`src/shared/ecsc_params.svh`:
```
`ifndef ECSC_PARAMS_SVH
`define ECSC_PARAMS_SVH
// Configuration RAM byte offsets.
`define ECSC_REG_FORMAT1 4'h0
`define ECSC_REG_CH2_LEN 4'h2
`define ECSC_REG_CH2_CRC 4'h3
`define ECSC_REG_PROTO 4'h5
`define ECSC_REG_VALID 4'hD
`define ECSC_CFG_RESET 8'h00
// Field positions.
`define ECSC_B_REFLECT 7
`define ECSC_B_CH_EN 6
`define ECSC_B_CFG_VALID 7
`define ECSC_B_PROTECT 0
`define ECSC_B_FIXED_TMO 1
`define ECSC_B_TMO_SHORT 2
`define ECSC_B_EXTRA_ID 3
`define ECSC_B_CMD01_DIS 4
`define ECSC_B_CMD2_LOCAL 5
`define ECSC_B_LEGACY 6
`define ECSC_B_RING 7
// Control-frame register window of the configuration RAM.
`define ECSC_WIN_BASE 7'h60
`define ECSC_WIN_TOP 7'h6F
// Generator polynomials without their top bit.
`define ECSC_POLY5 16'h0005
`define ECSC_POLY6 16'h0003
`define ECSC_POLY16 16'h90D9
// Timing.
`define ECSC_CLK_NS 8
`define ECSC_TMO_LONG_NS 20000
`define ECSC_TMO_SHORT_NS 2000
`define ECSC_TICK_SKIP 2'h3
`define ECSC_TMO_MARGIN 12'h002
`endif

```
`src/shared/ecsc_pkg.sv`:
```
package ecsc_pkg;
  typedef enum logic [2:0] {
    ST_IDLE = 3'b001,
    ST_SEND = 3'b010,
    ST_DONE = 3'b100
  } ecsc_state_e;

  typedef enum logic [1:0] {
    CTL_CMD = 2'h0,
    CTL_READ = 2'h1,
    CTL_WRITE = 2'h2
  } ecsc_ctl_e;

  typedef struct packed {
    ecsc_state_e state;
    logic [1:0] clkSync;
    logic clkPrev;
    logic [1:0] edgeCnt;
    logic [1:0] tickPh;
    logic [11:0] measCnt;
    logic [11:0] tmoCnt;
    logic [11:0] tmoLimit;
    logic [63:0] snap1;
    logic [63:0] snap2;
    logic [63:0] sh1;
    logic [63:0] sh2;
    logic [6:0] bitCnt;
    logic [1:0] seg;
    logic [15:0] crc;
    logic lineOut;
    logic [15:0][7:0] cfg;
    logic [2:0][127:0] bank;
    logic [1:0] activeBank;
    logic [1:0] readBank;
    logic [1:0][127:0] fifo;
    logic [1:0] fifoCnt;
    logic fifoWr;
    logic fifoRd;
    logic ctlLocal;
    logic ctlToHost;
    logic ctlDenied;
    logic [7:0] ctlRdData;
    logic coupler;
  } ecsc_regs_s;
endpackage

```
`src/verilog/ecsc_serial_slave.sv`:
```
`timescale 1ns/100ps
`include "ecsc_params.svh"
// Overview of operation
// Channel two carries length field plus one
// Channel two disabled means zero bits long
// Two-bit field selects channel two CRC polynomial
// Channel two CRC seeded from six-bit value
// Measure first falling to second rising edge
// Sampling period is four thirds oscillator period
// Adaptive timeout bounded by measured time plus ticks
// Slave IDs equal enabled channels plus extra
// Skip slave ID check if invalid or legacy
// Commands zero and one local unless disabled
// Command two toggles coupler port or forwards
// Addresses 0x60-0x6F hit config RAM unless protected
// Other commands and accesses go to host
// Host serves all other control register space
// Protocol select bit chooses BiSS or legacy
// Host preloads data before legacy frames start
// Bank rotation advances after each data write
// Fixed timeout bit disables adaptive timeout
// Fixed timeout is 20 us or 2 us
// Fixed timeout also allowed in BiSS mode
// Channel one optionally Gray coded, two not
// Ring mode repeats channel one, two separates
// Channel one active only while enabled
// Line output high while config invalid
// Gray bit is XOR with next higher bit
module ecsc_serial_slave #(
  parameter int CH_MAX_BITS = 64
) (
  input wire logic mclk,
  input wire logic rst_b,
  input wire logic lineClockIn,
  output logic lineDataOut,
  input wire logic cfgWrite,
  input wire logic [3:0] cfgAddr,
  input wire logic [7:0] cfgWdata,
  input wire logic sensorDataWriteCmd,
  output logic sensorDataReady,
  input wire logic [63:0] sensorCh1,
  input wire logic [63:0] sensorCh2,
  input wire logic ctlReq,
  input wire logic [1:0] ctlKind,
  input wire logic [1:0] ctlSlaveId,
  input wire logic [3:0] ctlCmd,
  input wire logic [6:0] ctlAddr,
  input wire logic [7:0] ctlWdata,
  output logic ctlLocal,
  output logic ctlToHost,
  output logic ctlDenied,
  output logic [7:0] ctlRdData,
  output logic couplerOut,
  output logic [1:0] activeBank,
  output logic frameActive
);
  localparam logic [11:0] TMO_LONG_CYC = 12'(`ECSC_TMO_LONG_NS / `ECSC_CLK_NS);
  localparam logic [11:0] TMO_SHORT_CYC = 12'(`ECSC_TMO_SHORT_NS / `ECSC_CLK_NS);

  // The struct and buffer are laid out for 64-bit channels only.
  if (CH_MAX_BITS != 64) begin : gBadWidth
    $error("ecsc_serial_slave supports CH_MAX_BITS of 64 only");
  end

  ecsc_pkg::ecsc_regs_s s_q, s_d;

  // Channel lengths, zero when a channel is off.
  function automatic logic [6:0] chLen(input logic [7:0] b, input logic on);
    chLen = on ? 7'({1'b0, b[5:0]}) + 7'h01 : 7'h00;
  endfunction

  // Length of segment: 0 channel one, 1 channel two, 2 CRC.
  function automatic logic [6:0] segLen(input int sg, input logic [6:0] l1,
                                        input logic [6:0] l2, input logic [6:0] lc);
    case (sg)
      0: segLen = l1;
      1: segLen = l2;
      2: segLen = lc;
      default: segLen = 7'h00;
    endcase
  endfunction

  // First non-empty segment after cur; ring mode wraps back to channel one.
  function automatic logic [1:0] nextSeg(input int cur, input logic ring,
                                         input logic [6:0] l1, input logic [6:0] l2,
                                         input logic [6:0] lc);
    logic [1:0] r;
    r = 2'h3;
    for (int k = 2; k >= 0; k--)
    begin
      if (k > cur && segLen(k, l1, l2, lc) != 7'h00)
      begin
        r = 2'(k);
      end
    end
    if (r == 2'h3 && ring && l1 != 7'h00)
    begin
      r = 2'h0;
    end
    nextSeg = r;
  endfunction

  logic [7:0] fmt1, len2b, crcb, proto;
  logic cfgValid, ch1On, ch2On, ring, clkNow, rise, fall, tick, lineHigh, accept;
  logic [6:0] len1, len2, crcLen;
  logic [15:0] poly, crcMask;
  logic [1:0] numIds;
  logic [127:0] rdWord;
  logic [11:0] limit;
  logic [1:0] ns;
  logic bitOut, fb;

  assign fmt1 = s_q.cfg[`ECSC_REG_FORMAT1];
  assign len2b = s_q.cfg[`ECSC_REG_CH2_LEN];
  assign crcb = s_q.cfg[`ECSC_REG_CH2_CRC];
  assign proto = s_q.cfg[`ECSC_REG_PROTO];
  assign cfgValid = s_q.cfg[`ECSC_REG_VALID][`ECSC_B_CFG_VALID];
  assign ch1On = fmt1[`ECSC_B_CH_EN];
  assign ch2On = ch1On && len2b[`ECSC_B_CH_EN];
  assign ring = proto[`ECSC_B_RING];
  assign len1 = chLen(fmt1, ch1On);
  assign len2 = chLen(len2b, ch2On);
  assign clkNow = s_q.clkSync[1];
  assign rise = clkNow && !s_q.clkPrev;
  assign fall = !clkNow && s_q.clkPrev;
  // Three ticks in four clocks give a sampling period of 4/3 clock periods.
  assign tick = s_q.tickPh != `ECSC_TICK_SKIP;
  assign numIds = 2'(ch1On) + 2'(ch2On) + 2'(proto[`ECSC_B_EXTRA_ID]);
  assign accept = !cfgValid || proto[`ECSC_B_LEGACY] || (ctlSlaveId < numIds);

  // CRC selection for channel two; code zero sends no CRC at all.
  assign poly = (crcb[1:0] == 2'h1) ? `ECSC_POLY5 : (crcb[1:0] == 2'h2) ? `ECSC_POLY6
              : (crcb[1:0] == 2'h3) ? `ECSC_POLY16 : 16'h0000;
  assign crcLen = (crcb[1:0] == 2'h1) ? 7'h05 : (crcb[1:0] == 2'h2) ? 7'h06
                : (crcb[1:0] == 2'h3) ? 7'h10 : 7'h00;
  assign crcMask = (crcb[1:0] == 2'h1) ? 16'h001F : (crcb[1:0] == 2'h2) ? 16'h003F
                 : (crcb[1:0] == 2'h3) ? 16'hFFFF : 16'h0000;

  // Timeout limit: fixed counts in clocks or measured ticks plus a margin.
  assign limit = !proto[`ECSC_B_FIXED_TMO] ? s_q.tmoLimit
               : proto[`ECSC_B_TMO_SHORT] ? TMO_SHORT_CYC : TMO_LONG_CYC;

  // All state advances here; the frame logic only sees the synchronised clock.
  always_comb
  begin
    s_d = s_q;
    bitOut = 1'b0;
    fb = 1'b0;
    ns = 2'h3;
    rdWord = s_q.bank[s_q.readBank];
    lineHigh = 1'b1;
    s_d.clkSync = {s_q.clkSync[0], lineClockIn};
    s_d.clkPrev = clkNow;
    s_d.tickPh = s_q.tickPh + 2'h1;
    s_d.ctlLocal = 1'b0;
    s_d.ctlToHost = 1'b0;
    s_d.ctlDenied = 1'b0;

    // Host configuration writes take priority over control-frame writes.
    if (cfgWrite)
    begin
      s_d.cfg[cfgAddr] = cfgWdata;
    end

    // Control frame requests.
    if (ctlReq && accept)
    begin
      if (ctlKind == ecsc_pkg::CTL_CMD)
      begin
        if (ctlCmd <= 4'h1 && !proto[`ECSC_B_CMD01_DIS])
        begin
          s_d.ctlLocal = 1'b1;
        end
        else if (ctlCmd == 4'h2 && proto[`ECSC_B_CMD2_LOCAL])
        begin
          s_d.ctlLocal = 1'b1;
          s_d.coupler = !s_q.coupler;
        end
        else if (ctlCmd > 4'h1)
        begin
          s_d.ctlToHost = 1'b1;
        end
      end
      else if (ctlAddr >= `ECSC_WIN_BASE && ctlAddr <= `ECSC_WIN_TOP)
      begin
        if (proto[`ECSC_B_PROTECT])
        begin
          s_d.ctlDenied = 1'b1;
        end
        else
        begin
          s_d.ctlLocal = 1'b1;
          s_d.ctlRdData = s_q.cfg[ctlAddr[3:0]];
          if (ctlKind == ecsc_pkg::CTL_WRITE && !cfgWrite)
          begin
            s_d.cfg[ctlAddr[3:0]] = ctlWdata;
          end
        end
      end
      else
      begin
        s_d.ctlToHost = 1'b1;
      end
    end

    // Sensor data buffer: filled by the host, drained only between frames.
    if (sensorDataWriteCmd && s_q.fifoCnt != 2'h2)
    begin
      s_d.fifo[s_q.fifoWr] = {sensorCh1, sensorCh2};
      s_d.fifoWr = !s_q.fifoWr;
    end
    if (s_q.fifoCnt != 2'h0 && s_q.state == ecsc_pkg::ST_IDLE)
    begin
      s_d.bank[s_q.activeBank] = s_q.fifo[s_q.fifoRd];
      s_d.fifoRd = !s_q.fifoRd;
      s_d.readBank = s_q.activeBank;
      s_d.activeBank = (s_q.activeBank == 2'h2) ? 2'h0 : s_q.activeBank + 2'h1;
    end
    s_d.fifoCnt = s_q.fifoCnt + 2'(sensorDataWriteCmd && s_q.fifoCnt != 2'h2)
                  - 2'(s_q.fifoCnt != 2'h0 && s_q.state == ecsc_pkg::ST_IDLE);

    // Frame engine.
    case (s_q.state)
      ecsc_pkg::ST_IDLE:
      begin
        if (fall && cfgValid)
        begin
          s_d.snap1 = fmt1[`ECSC_B_REFLECT] ? rdWord[127:64] ^ (rdWord[127:64] >> 1)
                                             : rdWord[127:64];
          s_d.snap1 = s_d.snap1 << (7'h40 - len1);
          s_d.snap2 = rdWord[63:0] << (7'h40 - len2);
          s_d.sh1 = s_d.snap1;
          s_d.sh2 = s_d.snap2;
          s_d.crc = 16'({crcb[7:2]}) & crcMask;
          s_d.seg = nextSeg(-1, 1'b0, len1, len2, crcLen);
          s_d.bitCnt = 7'h00;
          s_d.edgeCnt = 2'h0; // Rise, fall, rise: the capture falls on the third edge.
          s_d.measCnt = 12'h000;
          s_d.tmoCnt = 12'h000;
          s_d.tmoLimit = 12'hFFF;
          s_d.state = ecsc_pkg::ST_SEND;
        end
      end
      ecsc_pkg::ST_SEND, ecsc_pkg::ST_DONE:
      begin
        lineHigh = 1'b0;
        if (tick && s_q.edgeCnt != 2'h3 && s_q.measCnt != 12'hFFF)
        begin
          s_d.measCnt = s_q.measCnt + 12'h001;
        end
        if (rise && s_q.edgeCnt == 2'h2)
        begin
          s_d.tmoLimit = s_q.measCnt + `ECSC_TMO_MARGIN;
        end
        if (rise || fall)
        begin
          s_d.tmoCnt = 12'h000;
          if (s_q.edgeCnt != 2'h3)
          begin
            s_d.edgeCnt = s_q.edgeCnt + 2'h1;
          end
        end
        else if ((proto[`ECSC_B_FIXED_TMO] || tick) && s_q.tmoCnt != 12'hFFF)
        begin
          s_d.tmoCnt = s_q.tmoCnt + 12'h001;
        end
        if (rise && s_q.state == ecsc_pkg::ST_SEND)
        begin
          case (s_q.seg)
            2'h0:
            begin
              bitOut = s_q.sh1[63];
              s_d.sh1 = s_q.sh1 << 1;
            end
            2'h1:
            begin
              bitOut = s_q.sh2[63];
              s_d.sh2 = s_q.sh2 << 1;
              fb = s_q.sh2[63] ^ s_q.crc[crcLen[3:0] - 4'h1];
              s_d.crc = ((s_q.crc << 1) ^ (fb ? poly : 16'h0000)) & crcMask;
            end
            2'h2:
            begin
              bitOut = s_q.crc[crcLen[3:0] - 4'h1];
              s_d.crc = (s_q.crc << 1) & crcMask;
            end
            default: bitOut = 1'b0;
          endcase
          s_d.lineOut = bitOut;
          s_d.bitCnt = s_q.bitCnt + 7'h01;
          if (s_q.bitCnt + 7'h01 >= segLen(int'(s_q.seg), len1, len2, crcLen))
          begin
            ns = nextSeg(int'(s_q.seg), ring, len1, len2, crcLen);
            s_d.seg = ns;
            s_d.bitCnt = 7'h00;
            if (ns == 2'h0)
            begin
              s_d.sh1 = s_q.snap1;
              s_d.sh2 = s_q.snap2;
              s_d.crc = 16'({crcb[7:2]}) & crcMask;
            end
            else if (ns == 2'h3)
            begin
              s_d.state = ecsc_pkg::ST_DONE;
            end
          end
        end
        else if (rise)
        begin
          s_d.lineOut = 1'b0;
        end
        if (!rise && !fall && clkNow && s_q.tmoCnt >= limit)
        begin
          s_d.state = ecsc_pkg::ST_IDLE;
        end
      end
      default: s_d.state = ecsc_pkg::ST_IDLE;
    endcase
    if (!cfgValid || (lineHigh && s_d.state == ecsc_pkg::ST_IDLE))
    begin
      s_d.lineOut = 1'b1;
    end
  end

  // One register bank for all state.
  always_ff @(posedge mclk or negedge rst_b)
  begin
    if (!rst_b)
    begin
      s_q <= '0;
      s_q.state <= ecsc_pkg::ST_IDLE;
      s_q.lineOut <= 1'b1;
      s_q.clkSync <= 2'h3; // The line clock idles high, so no false edge follows reset.
      s_q.clkPrev <= 1'b1;
    end
    else
    begin
      s_q <= s_d;
    end
  end

  assign lineDataOut = s_q.lineOut;
  assign sensorDataReady = s_q.fifoCnt != 2'h2;
  assign ctlLocal = s_q.ctlLocal;
  assign ctlToHost = s_q.ctlToHost;
  assign ctlDenied = s_q.ctlDenied;
  assign ctlRdData = s_q.ctlRdData;
  assign couplerOut = s_q.coupler;
  assign activeBank = s_q.activeBank;
  assign frameActive = s_q.state != ecsc_pkg::ST_IDLE;

  // Checks on the block's own outputs and on its buffer fill count.
  a_invalid_line_high: assert property (@(posedge mclk) disable iff (!rst_b)
    !cfgValid |=> lineDataOut) else $error("line not high while config invalid");
  a_protect_denies: assert property (@(posedge mclk) disable iff (!rst_b)
    ctlReq && accept && ctlKind != 2'h0 && proto[0] && ctlAddr[6:4] == 3'h6
    |=> ctlDenied && !ctlLocal) else $error("protected access not denied");
  a_other_to_host: assert property (@(posedge mclk) disable iff (!rst_b)
    ctlReq && accept && ctlKind != 2'h0 && ctlAddr < 7'h60
    |=> ctlToHost) else $error("host register access not forwarded");
  a_cmd01_disabled: assert property (@(posedge mclk) disable iff (!rst_b)
    ctlReq && ctlKind == 2'h0 && ctlCmd <= 4'h1 && proto[4]
    |=> !ctlLocal && !ctlToHost) else $error("disabled command executed");
  a_cmd2_toggle: assert property (@(posedge mclk) disable iff (!rst_b)
    ctlReq && accept && ctlKind == 2'h0 && ctlCmd == 4'h2 && proto[5] && !cfgWrite
    |=> couplerOut != $past(couplerOut)) else $error("coupler not switched");
  a_bank_rotates: assert property (@(posedge mclk) disable iff (!rst_b)
    s_q.fifoCnt != 2'h0 && !frameActive
    |=> activeBank == (($past(activeBank) == 2'h2) ? 2'h0 : $past(activeBank) + 2'h1))
    else $error("bank did not advance");
  a_fifo_no_drain: assert property (@(posedge mclk) disable iff (!rst_b)
    frameActive && !sensorDataWriteCmd |=> s_q.fifoCnt == $past(s_q.fifoCnt))
    else $error("buffer drained during frame");
  a_fixed_timeout: assert property (@(posedge mclk) disable iff (!rst_b)
    frameActive && proto[1] && proto[2] && s_q.tmoCnt >= TMO_SHORT_CYC && clkNow
    && !rise |=> !frameActive) else $error("short timeout exceeded");
  a_ids_range: assert property (@(posedge mclk) disable iff (!rst_b)
    ctlReq && cfgValid && !proto[6] && !fmt1[6] && !proto[3]
    |=> !ctlLocal && !ctlToHost && !ctlDenied) else $error("request taken without slave id");

  c_frame_done: cover property (@(posedge mclk) disable iff (!rst_b)
    s_q.state == ecsc_pkg::ST_DONE ##1 !frameActive);
  c_ring_wrap: cover property (@(posedge mclk) disable iff (!rst_b)
    rise && ring && s_q.seg == 2'h2 ##1 s_q.seg == 2'h0);
  c_buffer_full: cover property (@(posedge mclk) disable iff (!rst_b) !sensorDataReady);
endmodule
```
`config.mk`:
```
export PLATFORM = sky130hd
export DESIGN_NAME = ecsc_serial_slave
export DESIGN_NICKNAME = d
export VERILOG_FILES = /design/src/shared/ecsc_pkg.sv /design/src/verilog/ecsc_serial_slave.sv
export VERILOG_INCLUDE_DIRS = /design/src /design/src/shared
export SDC_FILE = /design/constraint.sdc
export NUM_CORES = 2
export LEC_CHECK = 0
export BUFFER_PORTS_ARGS = -buffer_cell sky130_fd_sc_hd__buf_4
export CAP_MARGIN = 20
export CORE_MARGIN = 3
export CORE_UTILIZATION = 30
export CTS_BUF_LIST = sky130_fd_sc_hd__clkbuf_8
export CTS_CLUSTER_SIZE = 30
export DETAILED_ROUTE_END_ITERATION = 8
export SYNTH_ARGS = -nofsm -noshare
export SYNTH_HDL_FRONTEND = slang
export SYNTH_SLANG_ARGS = --single-unit
```
`constraint.sdc`:
```
create_clock -name mclk -period 7.4 [get_ports mclk]
set_input_delay 1.85 -clock mclk [delete_from_list [all_inputs] [get_ports mclk]]
set_output_delay 1.85 -clock mclk [all_outputs]
set_load 0.02 [all_outputs]
```
==> impl_metrics.ini <==
[routing]
drt_first_pass_iters = 8
drt_drc_violations_left = 0
final_wirelength_mm = 192
ant_nets = 0
routed_wire_length_per_instance_um = 20.7
routed-via-count = 51500
drt-vias-per-instance = 5.57
detail_route.iter0.violations = 5022

[setup_path]
cpPeakStageDelay_ns = 0.87
worst_ep_arrival_time_ns = 6.43
critPathKind = reg2reg
critical_path.cell_chain = and2_1 > inv_1 > fa_1 > ha_1 > o21a_1 > nor2_1 > o31a_1 > nand3b_1 > nor4b_1 > nand3_1 > nor2_1 > o21ai_0
timing.critical_path.slowest_stage_cell = nor2_1
worst_setup_path_start_kind = register
critical_path_peak_fanout = 23
setup.worst_path.end_class = register
crit_required_ns = 8.19
r2r_setup_slack_ns = 1.76
crit_top_cell = nor2_1

[logic_synthesis]
syn-cell-area_um2 = 63900
synth.lib_cells_used.distinct = 107
ys_seq_area_share_pct = 43.7
synth_commonest_cells = dfrtp_1, nor2_1, a21oi_1, mux2i_1, mux2_2
yosysMostFrequentCell = dfrtp_1
synthesis.instances = 6341
ys_dominant_reg_cell = dfrtp_1
synth_top_area_share_pct = 43.5
synth-seq-cells = 1116
synth_enable_flop_cells = 0
ys.warnings.count = 0
synthTopCellsByArea = dfrtp_1, mux2i_1, mux2_2
async_set_or_reset_flop_fraction_in_the_synthesized_netlist_pct = 100
synth.net_count = 6555
synth_area_per_cell_um2 = 10.1
netlist.top_cell.by_area = dfrtp_1

[die]
die_width_um = 468
core-area_um2 = 211000
initial_core_utilization_pct = 30.3
io_pins = 186
placementRows = 168
die_h_um = 468
die_area_um2 = 219000

[clock_network]
cts-root-to-sink-buffers = 3
clock_tree.htree_level_count = 4
clock_insertion_delay_worst_skew_ns = 0.98
cts_inserted_buffers = 194
post_cts_resize_count = 0
post_cts.repair.setup_buffers = 0
cts_tree = built
root_buffer = clkbuf_8
ctsHoldBuffers = 0
cts.sink_count = 1116
clk_transition_reported_paths_ns = 0.06

[global_routing]
grt_start_max_net_pins = 201
globalRoute.totalOverflow = 0
via_count_of_the_first_global_routing_pass = 49500
grt_pass1_wl_mm = 299
globalRouteTotalUtil_pct = 17.1
antenna_violations_before_repair = 4

[placement]
portBuffers = 185
dpl.hpwl_mm = 130
routabilityCongestion = 0.962

[sta]
holdWs_ns = 0.358
finalCritPeriodShare_pct = 76.2
maxClockFrequency_ghz = 0.177
rsz0062_at_grt = false
slew-limit-headroom_pct = 18.6
tightest_slew_ns = 1.19
timing.setup.tns_ns = 0
timing.final.setup_violations = 0
clock_skews_ns = 0.0635
slew_viol_final = 0
finalWorstPathRequiredPeriod_ns = 5.64
hold_violation_count_in_the_final_report = 0

[final_layout]
post_route_cells_drive_above_1_share_pct = 18.7
area.growth.synth_to_final_pct = 12.2
num-nets-final = 6502

[worst_hold_path]
hold_path.class = reg2reg

[pwr]
ir_worst_vdd_mv = 0.297
power.density_cell_area_nw_per_um2 = 498
p_leak_uw = 0.0294

[run_status]
outcome = finished, final reports clean

[job]
maxCapViolCount = 0
## critical path, delay by kind of cell, from the launching register on
| family | cells | cell delay [ns] |
|---|---|---|
| compound gates | 3 | 0.54 |
| fa+ha+maj | 2 | 0.97 |
| buf+inv | 1 | 0.26 |
| flops | 1 | 0.82 |
| simple gates | 6 | 2.90 |
## registers in the layout, summed over array words and instances, names as in the netlist
name,count
ctlLocal,1
clkNow,1
s_d,1
ctlToHost,1
ctlDenied,1
crcb,8
len2b,8
ctlRdData,8
s_q,1066
fmt1,8
couplerOut,1
lineDataOut,1
cfgValid,1
proto,8
activeBank,2
## layout by cell type (no fill, tap or decap), types with 44 or more instances in the layout
cell and count:
a211oi_1 51, a21o_1 65, a21oi_1 647, a22o_1 44
a22oi_1 71, a31oi_1 46, buf_4 266, clkbuf_8 253
dfrtp_1 1107, inv_1 93, mux2_2 361, mux2i_1 542
mux4_2 134, nand2_1 359, nand3_1 100, nand3b_1 56
nor2_1 751, nor3_1 78, o211ai_1 120, o21a_1 83
o21ai_0 350, o221ai_1 44, o22ai_1 55
## path summary, 6_finish.rpt
check / endpoint / cells after the start / from
min: clkNow / 0 / s_d[1112]
min reg2reg: clkNow / 0 / s_d[1112]
max reg2reg: s_q[755] / 12 / fmt1[6]
min in group asynchronous: s_q[44] / 1 / rst_b
max in group asynchronous: s_q[120] / 3 / rst_b
max: s_q[755] / 12 / fmt1[6]
## metal layers
metal	up-vias	track usage (%)	share of wire [%]
li1	23500	-	-
met1	25900	25.0	47
met2	1797	25.6	44
met3	296	2.79	6.3
met4	0	5.36	2.7
met5	-	0	0
## layout make-up
cell class	count	area, um^2
timing repair buffer	286	2350
sequential	1116	27900
clock inverter	102	684
multi-input combinational	4648	33500
fill	21300	139000
antenna	2	5.00
clock buffer	253	3480
tap	2805	3510
inverter	42	160
## kinds of logic (layout without fill, tap and decap cells)
logic type	Yosys count	after routing	share of synthesized area, %
xor gates and xnor gates	56	56	0.803
buffers and inverters	577	683	4.16
AOI/OAI and AO/OA	1918	1918	19.4
other	0	2	0
and+or+nand+nor	1583	1583	11.3
adders and majority gates	45	45	0.893
muxes	1046	1046	19.8
DFF	1116	1116	43.7
## through the flow
stage	util, %	power [uW]	instance area, um^2	std cells	setup WS, ns
6_report	34.0	35700	71700	9254	1.76
5_1_grt	34.0	38000	71700	9254	1.45
4_1_cts	34.0	35600	71600	9245	1.67
3_5_place_dp	32.0	29500	67400	8890	1.69
3_3_place_gp	32.0	29000	67400	8888	1.88
2_1_floorplan	-	23900	63900	6341	2.94
## report_power, final
part	switching, uW	internal, uW	leakage, uW
combinational	11900	7410	0.0138
sequential	1680	8780	0.0133
clock	2700	3240	0.00236
total	16300	19400	0.0294
Power figures use the tool's default switching activity.
